### src/common/rdr_pkg.sv
// Shared constants and carrier types for the redriver EQ, detect and status registers.
// Assumes a single 250 MHz clock domain for all users of this package.
package rdr_pkg;
   localparam int CLK_MHZ = 250;
   localparam int CYC_PER_MS = CLK_MHZ * 1000;
   localparam int NUM_PORTS = 2;
   localparam int EQ_W = 4;

   // Register offsets and reset values
   localparam logic [7:0] ADDR_HOST_EQ = 8'h21;
   localparam logic [7:0] ADDR_MISC = 8'h22;
   localparam logic [7:0] ADDR_STAT1 = 8'h24;
   localparam logic [7:0] ADDR_STAT2 = 8'h25;
   localparam logic [7:0] RST_HOST_EQ = 8'h00;
   localparam logic [7:0] RST_MISC = 8'h04;
   localparam logic [7:0] RST_STAT = 8'h01;
   localparam logic [7:0] READ_UNMAPPED = 8'h00;
   localparam logic [1:0] STRAP_PAD = 2'h0;

   // Power-state flags {active, sleep, unplugged}
   localparam logic [2:0] PWR_FLAGS_RST = 3'h1;
   localparam logic [2:0] PWR_FLAGS_CLR = 3'h0;

   // Detect periods in ms, indexed by field code
   localparam int LP_PERIOD_MS [4] = '{48, 84, 120, 156};
   localparam int DS_PERIOD_MS [4] = '{4, 6, 36, 84};

   // Host-side EQ register layout
   typedef struct packed {
      logic [EQ_W-1:0] rx2;
      logic [EQ_W-1:0] rx1;
   } rdr_host_eq_s;

   // Misc register layout
   typedef struct packed {
      logic termOffAtStart;
      logic [1:0] lowPowerPeriod;
      logic lowPowerOff;
      logic [1:0] downstreamPeriod;
      logic skipAfterWarm;
      logic complianceOff;
   } rdr_misc_s;

   // Port status register layout
   typedef struct packed {
      logic longChannel;
      logic [1:0] rsvd;
      logic dualLane;
      logic compliance;
      logic activeState;
      logic sleepState;
      logic unplugged;
   } rdr_stat_s;

   // Level indications from one port's link state machine
   typedef struct packed {
      logic inU0;
      logic inSleep;
      logic inUnplugged;
      logic inCompliance;
      logic dualLane;
      logic longChannel;
      logic warmPollSeen;
   } rdr_link_s;

   // Register access request from the control interface
   typedef struct packed {
      logic [7:0] addr;
      logic [7:0] data;
      logic wrEn;
      logic rdEn;
   } rdr_req_s;
endpackage

### src/rtl/rdr_detect_timer.sv
// Periodic receiver-detect tick for one downstream port.
// Assumes link levels on the same clock; period follows the misc fields live.
`timescale 1ns/1ps
module rdr_detect_timer
   import rdr_pkg::*;
#(
   parameter int CyclesPerMs = CYC_PER_MS
) (
   // Clock and reset
   input wire logic clk,
   input wire logic rst_n,
   // Controls
   input rdr_misc_s misc,
   input wire logic inSleep,
   input wire logic inUnplugged,
   // Tick
   output logic detectPulse
);
   logic run;
   logic [31:0] limit;
   logic [31:0] cnt_q;

   always_comb begin
      run = inUnplugged | (inSleep & ~misc.lowPowerOff);
      if (inSleep) begin
         limit = 32'(LP_PERIOD_MS[misc.lowPowerPeriod] * CyclesPerMs);
      end else begin
         limit = 32'(DS_PERIOD_MS[misc.downstreamPeriod] * CyclesPerMs);
      end
   end

   // Counter restarts whenever detection is not wanted
   always_ff @(posedge clk or negedge rst_n) begin
      if (!rst_n) begin
         cnt_q <= 32'h0;
         detectPulse <= 1'b0;
      end else if (!run) begin
         cnt_q <= 32'h0;
         detectPulse <= 1'b0;
      end else if (cnt_q >= limit - 32'h1) begin
         cnt_q <= 32'h0;
         detectPulse <= 1'b1;
      end else begin
         cnt_q <= cnt_q + 32'h1;
         detectPulse <= 1'b0;
      end
   end
endmodule

### src/rtl/rdr_port_status.sv
// One port's link status flags, all held in flops.
// Assumes link indications come from logic on the same clock.
`timescale 1ns/1ps
module rdr_port_status
   import rdr_pkg::*;
(
   // Clock and reset
   input wire logic clk,
   input wire logic rst_n,
   // Link state machine and fast adaptive EQ qualifier
   input rdr_link_s link,
   input wire logic aeqFast,
   // Status
   output rdr_stat_s stat
);
   logic [2:0] lvl;
   logic [2:0] prev_q;
   logic [2:0] flag_q;
   logic longCh_q;
   logic dual_q;
   logic cmpl_q;

   assign lvl = {link.inU0, link.inSleep, link.inUnplugged};

   // Entry sets, leaving clears; set terms win over clear
   always_ff @(posedge clk or negedge rst_n) begin
      if (!rst_n) begin
         prev_q <= PWR_FLAGS_RST;
         flag_q <= PWR_FLAGS_RST;
      end else begin
         prev_q <= lvl;
         flag_q <= (flag_q & ~(prev_q & ~lvl)) | (lvl & ~prev_q);
      end
   end

   always_ff @(posedge clk or negedge rst_n) begin
      if (!rst_n) begin
         longCh_q <= 1'b0;
         dual_q <= 1'b0;
         cmpl_q <= 1'b0;
      end else begin
         longCh_q <= aeqFast & link.longChannel;
         dual_q <= link.dualLane;
         cmpl_q <= link.inCompliance;
      end
   end

   assign stat = '{longChannel: longCh_q, rsvd: 2'h0, dualLane: dual_q, compliance: cmpl_q,
                   activeState: flag_q[2], sleepState: flag_q[1], unplugged: flag_q[0]};

   a_active_entry: assert property (@(posedge clk) disable iff (!rst_n)
      $rose(link.inU0) |=> stat.activeState)
      else $error("active flag not set on entry");
   a_leave_clears: assert property (@(posedge clk) disable iff (!rst_n)
      $fell(link.inSleep) |=> !stat.sleepState)
      else $error("sleep flag kept after exit");
endmodule

### src/rtl/rdr_regs.sv
// Host-side EQ, detect control and port status registers of the redriver.
// Assumes a same-clock register port behind the control interface; straps are async pins.
`timescale 1ns/1ps
module rdr_regs
   import rdr_pkg::*;
#(
   parameter int CyclesPerMs = CYC_PER_MS
) (
   // Clock and reset
   input wire logic clk,
   input wire logic rst_n,
   // Register port
   input rdr_req_s regReq,
   output logic [7:0] regRdData,
   // Strap pins and loose control bits
   input wire logic [1:0] hostEqStrapPins,
   input wire logic eqSoftwareTakeover,
   input wire logic adaptiveEqEnable,
   input wire logic [1:0] adaptiveEqMethod,
   // Link state machines
   input rdr_link_s [NUM_PORTS-1:0] link,
   // Receiver EQ
   output logic [EQ_W-1:0] hostRx1Eq,
   output logic [EQ_W-1:0] hostRx2Eq,
   // Detect controls
   output logic termOffAtDetect,
   output logic lowPowerDetectOff,
   output logic complianceDetectOff,
   output logic [NUM_PORTS-1:0] skipDetect,
   output logic [NUM_PORTS-1:0] detectPulse
);
   logic [1:0] strapMeta_q;
   logic [1:0] strapSync_q;
   logic [1:0] strapEq_q;
   logic strapCaught_q;
   logic [1:0] strapWarm_q;
   rdr_host_eq_s hostEq_q;
   rdr_host_eq_s strapView;
   rdr_misc_s misc_q;
   rdr_stat_s [NUM_PORTS-1:0] portStat;
   logic aeqFast;
   logic [7:0] rdNext;
   logic wrHostEq;
   logic wrMisc;

   // Strap synchroniser; only the second stage is read
   always_ff @(posedge clk or negedge rst_n) begin
      if (!rst_n) begin
         strapMeta_q <= 2'h0;
         strapSync_q <= 2'h0;
      end else begin
         strapMeta_q <= hostEqStrapPins;
         strapSync_q <= strapMeta_q;
      end
   end

   // Synchroniser needs two edges to fill before its output means anything
   always_ff @(posedge clk or negedge rst_n) begin
      if (!rst_n) begin
         strapWarm_q <= 2'h0;
      end else begin
         strapWarm_q <= {strapWarm_q[0], 1'b1};
      end
   end

   // Straps caught once after reset release, past the synchroniser
   always_ff @(posedge clk or negedge rst_n) begin
      if (!rst_n) begin
         strapEq_q <= 2'h0;
         strapCaught_q <= 1'b0;
      end else if (!strapCaught_q && strapWarm_q[1]) begin
         strapEq_q <= strapSync_q;
         strapCaught_q <= 1'b1;
      end
   end

   // Two pins give only the four lowest settings on each receiver
   assign strapView = '{rx2: {STRAP_PAD, strapEq_q}, rx1: {STRAP_PAD, strapEq_q}};

   assign wrHostEq = regReq.wrEn && (regReq.addr == ADDR_HOST_EQ);
   assign wrMisc = regReq.wrEn && (regReq.addr == ADDR_MISC);

   // Host EQ tracks the straps until software takes over
   always_ff @(posedge clk or negedge rst_n) begin
      if (!rst_n) begin
         hostEq_q <= RST_HOST_EQ;
      end else if (!eqSoftwareTakeover) begin
         hostEq_q <= strapView;
      end else if (wrHostEq) begin
         hostEq_q <= regReq.data;
      end
   end

   always_ff @(posedge clk or negedge rst_n) begin
      if (!rst_n) begin
         hostRx1Eq <= RST_HOST_EQ[EQ_W-1:0];
         hostRx2Eq <= RST_HOST_EQ[2*EQ_W-1:EQ_W];
      end else begin
         hostRx1Eq <= hostEq_q.rx1;
         hostRx2Eq <= hostEq_q.rx2;
      end
   end

   always_ff @(posedge clk or negedge rst_n) begin
      if (!rst_n) begin
         misc_q <= RST_MISC;
      end else if (wrMisc) begin
         misc_q <= regReq.data;
      end
   end

   assign termOffAtDetect = misc_q.termOffAtStart;
   assign lowPowerDetectOff = misc_q.lowPowerOff;
   assign complianceDetectOff = misc_q.complianceOff;

   // Fast method is any code with bit 0 clear
   assign aeqFast = adaptiveEqEnable & ~adaptiveEqMethod[0];

   for (genvar p = 0; p < NUM_PORTS; p++) begin : g_port
      rdr_port_status u_stat (
         .clk(clk),
         .rst_n(rst_n),
         .link(link[p]),
         .aeqFast(aeqFast),
         .stat(portStat[p])
      );
      rdr_detect_timer #(
         .CyclesPerMs(CyclesPerMs)
      ) u_tmr (
         .clk(clk),
         .rst_n(rst_n),
         .misc(misc_q),
         .inSleep(link[p].inSleep),
         .inUnplugged(link[p].inUnplugged),
         .detectPulse(detectPulse[p])
      );
      always_ff @(posedge clk or negedge rst_n) begin
         if (!rst_n) begin
            skipDetect[p] <= 1'b0;
         end else begin
            skipDetect[p] <= misc_q.skipAfterWarm & link[p].warmPollSeen;
         end
      end
   end

   // Read decode
   always_comb begin
      if (regReq.addr == ADDR_HOST_EQ) begin
         rdNext = hostEq_q;
      end else if (regReq.addr == ADDR_MISC) begin
         rdNext = misc_q;
      end else if (regReq.addr == ADDR_STAT1) begin
         rdNext = portStat[0];
      end else if (regReq.addr == ADDR_STAT2) begin
         rdNext = portStat[1];
      end else begin
         rdNext = READ_UNMAPPED;
      end
   end

   // Read data holds until the next read
   always_ff @(posedge clk or negedge rst_n) begin
      if (!rst_n) begin
         regRdData <= READ_UNMAPPED;
      end else if (regReq.rdEn) begin
         regRdData <= rdNext;
      end
   end

   // Checks
   a_rx2_write: assert property (@(posedge clk) disable iff (!rst_n)
      wrHostEq && eqSoftwareTakeover ##1 eqSoftwareTakeover
      |=> hostRx2Eq == $past(regReq.data[7:4], 2))
      else $error("rx2 EQ not applied from write");

   a_rx1_write: assert property (@(posedge clk) disable iff (!rst_n)
      wrHostEq && eqSoftwareTakeover ##1 eqSoftwareTakeover
      |=> hostRx1Eq == $past(regReq.data[3:0], 2))
      else $error("rx1 EQ not applied from write");

   a_strap_readback: assert property (@(posedge clk) disable iff (!rst_n)
      strapCaught_q && !eqSoftwareTakeover
      |=> hostEq_q == strapView)
      else $error("EQ field does not reflect straps");

   a_hosteq_read: assert property (@(posedge clk) disable iff (!rst_n)
      regReq.rdEn && regReq.addr == ADDR_HOST_EQ
      |=> regRdData == $past(hostEq_q))
      else $error("host EQ read wrong");

   a_write_ignored: assert property (@(posedge clk) disable iff (!rst_n)
      strapCaught_q && wrHostEq && !eqSoftwareTakeover
      |=> hostEq_q.rx1 == {STRAP_PAD, strapEq_q})
      else $error("EQ write taken without takeover");

   a_hold_takeover: assert property (@(posedge clk) disable iff (!rst_n)
      eqSoftwareTakeover && !wrHostEq
      |=> $stable(hostEq_q))
      else $error("host EQ moved without a write");

   a_misc_write: assert property (@(posedge clk) disable iff (!rst_n)
      wrMisc |=> termOffAtDetect == $past(regReq.data[7])
      && complianceDetectOff == $past(regReq.data[0]))
      else $error("misc controls not updated");

   a_lp_off_write: assert property (@(posedge clk) disable iff (!rst_n)
      wrMisc
      |=> lowPowerDetectOff == $past(regReq.data[4]))
      else $error("sleep detect control not updated");

   a_misc_read: assert property (@(posedge clk) disable iff (!rst_n)
      regReq.rdEn && regReq.addr == ADDR_MISC
      |=> regRdData == $past(misc_q))
      else $error("misc read wrong");

   a_sleep_quiet: assert property (@(posedge clk) disable iff (!rst_n)
      misc_q.lowPowerOff && link[0].inSleep && !link[0].inUnplugged
      |=> !detectPulse[0])
      else $error("detect tick while suppressed");

   a_tick_needs_run: assert property (@(posedge clk) disable iff (!rst_n)
      !link[0].inUnplugged && !link[0].inSleep
      |=> !detectPulse[0])
      else $error("detect tick outside detect states");

   a_tick_single: assert property (@(posedge clk) disable iff (!rst_n)
      detectPulse[0]
      |=> !detectPulse[0])
      else $error("detect tick longer than one cycle");

   a_skip_warm: assert property (@(posedge clk) disable iff (!rst_n)
      link[1].warmPollSeen
      |=> skipDetect[1] == $past(misc_q.skipAfterWarm))
      else $error("warm reset skip wrong");

   a_skip_clear: assert property (@(posedge clk) disable iff (!rst_n)
      !link[0].warmPollSeen
      |=> !skipDetect[0])
      else $error("warm reset skip without polling");

   a_long_gated: assert property (@(posedge clk) disable iff (!rst_n)
      !aeqFast ##1 !aeqFast
      |-> !portStat[0].longChannel)
      else $error("long channel flag without fast EQ");

   a_long_set: assert property (@(posedge clk) disable iff (!rst_n)
      aeqFast && link[0].longChannel
      |=> portStat[0].longChannel)
      else $error("long channel flag missing");

   a_dual_lane: assert property (@(posedge clk) disable iff (!rst_n)
      link[1].dualLane
      |=> portStat[1].dualLane)
      else $error("dual lane flag missing");

   a_dual_clear: assert property (@(posedge clk) disable iff (!rst_n)
      !link[1].dualLane
      |=> !portStat[1].dualLane)
      else $error("dual lane flag stuck");

   a_compliance: assert property (@(posedge clk) disable iff (!rst_n)
      $fell(link[1].inCompliance)
      |=> !portStat[1].compliance)
      else $error("compliance flag stuck");

   a_compliance_set: assert property (@(posedge clk) disable iff (!rst_n)
      link[1].inCompliance
      |=> portStat[1].compliance)
      else $error("compliance flag missing");

   a_sleep_entry: assert property (@(posedge clk) disable iff (!rst_n)
      $rose(link[1].inSleep)
      |=> portStat[1].sleepState)
      else $error("sleep flag not set on entry");

   a_first_sleep: assert property (@(posedge clk) disable iff (!rst_n)
      $rose(link[0].inSleep)
      |=> portStat[0].sleepState)
      else $error("port one sleep flag not set on entry");

   a_unplug_entry: assert property (@(posedge clk) disable iff (!rst_n)
      $rose(link[0].inUnplugged)
      |=> portStat[0].unplugged)
      else $error("unplugged flag not set on entry");

   a_stat1_read: assert property (@(posedge clk) disable iff (!rst_n)
      regReq.rdEn && regReq.addr == ADDR_STAT1
      |=> regRdData == $past(portStat[0]))
      else $error("port one status read wrong");

   a_stat2_read: assert property (@(posedge clk) disable iff (!rst_n)
      regReq.rdEn && regReq.addr == ADDR_STAT2
      |=> regRdData == $past(portStat[1]))
      else $error("port two status read wrong");

   a_active_leave: assert property (@(posedge clk) disable iff (!rst_n)
      $fell(link[0].inU0)
      |=> !portStat[0].activeState)
      else $error("active flag kept after exit");

   a_unplug_leave: assert property (@(posedge clk) disable iff (!rst_n)
      $fell(link[0].inUnplugged)
      |=> !portStat[0].unplugged)
      else $error("unplugged flag kept after exit");

   a_one_flag: assert property (@(posedge clk) disable iff (!rst_n)
      $onehot0({link[0].inU0, link[0].inSleep, link[0].inUnplugged})
      ##1 $onehot0({link[0].inU0, link[0].inSleep, link[0].inUnplugged})
      |-> $onehot0({portStat[0].activeState, portStat[0].sleepState,
                    portStat[0].unplugged}))
      else $error("more than one power flag set");

   c_takeover_write: cover property (@(posedge clk) disable iff (!rst_n)
      wrHostEq && eqSoftwareTakeover);

   c_detect_tick: cover property (@(posedge clk) disable iff (!rst_n)
      detectPulse[0]);

   c_active_entry: cover property (@(posedge clk) disable iff (!rst_n)
      $rose(portStat[0].activeState));

   c_sleep_tick: cover property (@(posedge clk) disable iff (!rst_n)
      detectPulse[0] && link[0].inSleep);

   c_strap_caught: cover property (@(posedge clk) disable iff (!rst_n)
      $rose(strapCaught_q));
endmodule
### config.mk
export PLATFORM = sky130hd
export DESIGN_NAME = rdr_regs
export DESIGN_NICKNAME = d
export VERILOG_FILES = /design/src/common/rdr_pkg.sv /design/src/rtl/rdr_detect_timer.sv /design/src/rtl/rdr_port_status.sv /design/src/rtl/rdr_regs.sv
export SDC_FILE = /design/constraint.sdc
export NUM_CORES = 1
export LEC_CHECK = 0
export ABC_AREA = 0
export BUFFER_PORTS_ARGS = -buffer_cell sky130_fd_sc_hd__buf_4
export CAP_MARGIN = 10
export CORE_MARGIN = 5
export CORE_UTILIZATION = 35
export DETAILED_ROUTE_END_ITERATION = 10
export PLACE_DENSITY_LB_ADDON = 0.3
export SLEW_MARGIN = 20
export SYNTH_ARGS = -nofsm -noshare
export SYNTH_HDL_FRONTEND = slang
export SYNTH_SLANG_ARGS = --single-unit
### constraint.sdc
create_clock -name clk -period 6.2 [get_ports clk]
set_input_delay 1.55 -clock clk [delete_from_list [all_inputs] [get_ports clk]]
set_output_delay 1.55 -clock clk [all_outputs]
set_load 0.02 [all_outputs]
==> summary.md <==
| Metric | Value |
|---|---|
| Aggregate global routing overflow | 0 |
| Buffers on Ports | 61 |
| # DRC | 0 |
| Placed Cells | 1153 |
| Min-Delay Path Depth | 0 |
| H-Tree Depth | 4 |
| Hold Path Origin | strapMeta_q[0] |
| WHS | 0.351 ns |
| Final ANT Viol Nets | 0 |
| Distinct cells, synth | 58 |
| Worst vdd ir | 0.000159 V |
| Number of synthesis warnings | 0 |
| Vias | 5937 |
| Global-route wire length before repair | 30.1 mm |
| DR pass1 iterations | 4 |
| RSZ-0062 raised after global routing | no |
| Top cells by area, synth | dfrtp_1 38%, ha_1 16%, nor2_1 4.9% |
| Initial antenna violation count | 0 |
| Syn_area_per_cell | 9.80 sq um |
| Largest fanout on the critical path | 32 |
| Worst EP arrival | 5.73 ns |
| Tcrit/Tclk final | 87.6% |
| Std-Cell Rows | 55 |
| Num CTS Buffers | 17 |
| Post-CTS Setup Bufs | 0 |
| Fmax | 0.184 GHz |
| Synthesized instance count | 821 |
| Share of cells above drive strength 1 | 14.3% |
| CTS resizes | 0 |
| DR iter-0 viols | 362 |
| R2R setup slack | 0.77 ns |
| Slew @ Worst Pin | 0.935 ns |
| Detailed Route WL | 17.9 mm |
| Final Hold Viols | 0 |
| FFs w/ async S/R, synth | 100% |
| Die Ht | 162 um |
| Post-synth top cells | 122 x dfrtp_1, 104 x ha_1, 104 x nor2_1 |
| Most Frequent Cell on Critical Path | ha_1 |
| Area delta synth->final | 17.3% |
| Number of flops mapped to enable cells by yosys | 0 |
| Gp weighted congestion | 0.787 |
| I/O pin total | 63 |
| Crit path time final | 5.43 ns |
| Final instance area | 9440 sq um |
| Synthesized area | 8050 sq um |
| Most numerous cell in the Yosys netlist | dfrtp_1 |
| Worst Setup Start Kind | register |
| Crit path kind | register to register |
| Max Slew Vio Count | 0 |
| Hold Path Class | register to register |
| Max incr delay on CP | 0.61 ns |
| Die ar. | 26100 sq um |
| Power Density | 228 nW/um^2 |
| Clock latency on the worst-skew pair | 0.43 ns |
| CTS tree | yes |
| Dpl cell area | 8820 sq um |
| Synth Flop Type | dfrtp_1 |
| Largest net degree at the start of global routing | 75 |
| CP Buf/Inv Count | 2 |
| Rel. slew slack | 37.6% |
| Reg2reg end | g_port[1].u_tmr.cnt_q[20] |
| WHS Endpoint | strapSync_q[0] |
| Dpl ws | 0.713 ns |
| Sink Count | 127 |
| Post-DP HPWL | 13.3 mm |
| Total track usage | 14.1% |
| Sequence of cells on the critical path | inv_1 > ha_1 > ha_1 > xnor2_1 > ha_1 > and2_1 > ha_1 > ha_1 > or4_1 > a41oi_1 > xnor2_1 > mux2i_1 > ha_1 > nand2_1 > nor3_1 > o2111ai_1 > a41o_1 > nand3_1 > buf_4 > nor2_1 |
| ANT cells | 0 |
| Pleak | 4.61 nW |
| Max-Cap Viols | 0 |
| Final instance count without filler cells | 1185 |
| CP top delay family | adder cells |
| CP max-delay cell | dfstp_2 |
| Final setup viols | 0 |
| Post-synthesis sequential area ratio | 39.6% |
| Core area | 22600 sq um |
| Die W | 162 um |
| Area leader, netlist | dfrtp_1 |
| Nets@finish | 1032 |
| Final Skew | 0.00746 ns |
| Top cell type's share of synthesized area | 37.9% |
| Drt via density | 5.01 |
| Status | finished clean |
| Root Driver | clkbuf_16 |
| Critical path required time | 6.50 ns |
| CP Capture Type | register |
| FF+latch count, synth | 127 |
| FF-to-FF path depth | 20 |
| Initial core utilization | 35.5% |
| Reg2reg start | misc_q[2] |
| Vias in the first global route | 5918 |
| Final setup TNS | 0 ns |
| Clk slew on worst S/H paths | 0.07 ns |
| Fillers | 2225 |
| Drt wl/cell | 15.1 um |
| Cts hold-fix bufs | 0 |
| Clk buf depth | 2 |
| Post-route setup slack | 0.769 ns |
sequential cells by signal (all words and copies together) (netlist names):
| register | count |
|---|---|
| strapSync_q | 2 |
| strapMeta_q | 2 |
| complianceDetectOff | 1 |
| strapCaught_q | 1 |
| g_port.u_stat.longCh_q | 2 |
| g_port.u_stat.dual_q | 2 |
| g_port.u_stat.prev_q | 6 |
| hostEq_q | 8 |
| regRdData | 8 |
| termOffAtDetect | 1 |
| hostRx1Eq | 4 |
| skipDetect | 2 |
| g_port.u_stat.flag_q | 6 |
| strapWarm_q | 2 |
| misc_q | 5 |
| hostRx2Eq | 4 |
| g_port.u_tmr.cnt_q | 64 |
| g_port.u_stat.cmpl_q | 2 |
| strapEq_q | 2 |
| g_port.u_tmr.detectPulse | 2 |
| lowPowerDetectOff | 1 |
routing by layer:
layer | GRT usage [%] | vias to the layer above | wire length (um) | part of all wire [%]
met5 | 0 | - | 0 | 0
li1 | - | 2999 | - | -
met1 | 19.4 | 2849 | 8710 | 49
met2 | 22.5 | 62 | 8470 | 47
met4 | 5.19 | 0 | 373 | 2.1
met3 | 2.25 | 27 | 308 | 1.7
power breakdown:
group,total [W],internal [W],switching [W]
logic,0.000236,0.0000998,0.000137
clock network,0.00101,0.000551,0.000457
registers,0.000909,0.000874,0.0000352
total,0.00215,0.00152,0.000629
cells by family after synthesis:
family / Yosys count / share of synthesized area (%)
buf+inv: 59 / 3.05
compound gates: 119 / 9.78
xor+xnor: 77 / 8.38
simple gates: 298 / 18.2
fa+ha+maj: 111 / 17.2
other cells: 1 / 0.0466
mux: 29 / 3.76
flops: 127 / 39.6
cells in the final DEF, fill, tap and decap left out, types with 9 or more instances in the layout:
master     count
a21oi_1       36
a221oi_1       9
and2_1        10
and3_1        19
and4_1        10
buf_4         71
clkbuf_16     17
dfrtp_1      122
ha_1         104
inv_1         29
mux2_2        10
mux2i_1       19
nand2_1       72
nand3_1       34
nand4_1       13
nor2_1       104
o21ai_0       20
xnor2_1       34
xor2_1        43
worst reg2reg max path, cell delays in order (launching register included):
cell and delay [ns]:
dfstp_2 0.61, inv_1 0.11, ha_1 0.35, ha_1 0.32, xnor2_1 0.16, ha_1 0.19, and2_1 0.15, ha_1 0.27
ha_1 0.32, or4_1 0.52, a41oi_1 0.27, xnor2_1 0.21, mux2i_1 0.17, ha_1 0.30, nand2_1 0.06, nor3_1 0.36
o2111ai_1 0.18, a41o_1 0.25, nand3_1 0.08, buf_4 0.32, nor2_1 0.11
how the worst max path moves through the flow:
| stage | startpoint | end | depth (start not counted) |
|---|---|---|---|
| after floorplan | misc_q[5] | g_port[1].u_tmr.cnt_q[23] | 23 |
| after global placement | misc_q[2] | g_port[0].u_tmr.cnt_q[10] | 20 |
| after detailed placement | misc_q[2] | g_port[0].u_tmr.cnt_q[10] | 20 |
| after CTS | misc_q[2] | g_port[0].u_tmr.cnt_q[27] | 20 |
| after global routing | misc_q[2] | g_port[0].u_tmr.cnt_q[24] | 20 |
| final | misc_q[2] | g_port[1].u_tmr.cnt_q[20] | 20 |
stage by stage:
step	total power, W	utilization (%)
4_1_cts	0.00219	41.7
6_report	0.00215	41.7
5_1_grt	0.00225	41.7
3_3_place_gp	0.00116	39.0
2_1_floorplan	0.00106	-
3_5_place_dp	0.00116	39.0
final cells by class:
| cell class | count | area, sq um | share of cell area [%] |
|---|---|---|---|
| flip-flops and latches | 127 | 3180 | 33.7 |
| multi-input cells | 641 | 4640 | 49.1 |
| well taps | 285 | 357 | 3.78 |
| clock buffers | 17 | 425 | 4.51 |
| inverters | 29 | 109 | 1.15 |
| repair buffers | 71 | 533 | 5.65 |
| clock inverters | 15 | 191 | 2.03 |
Power figures use the tool's default switching activity.
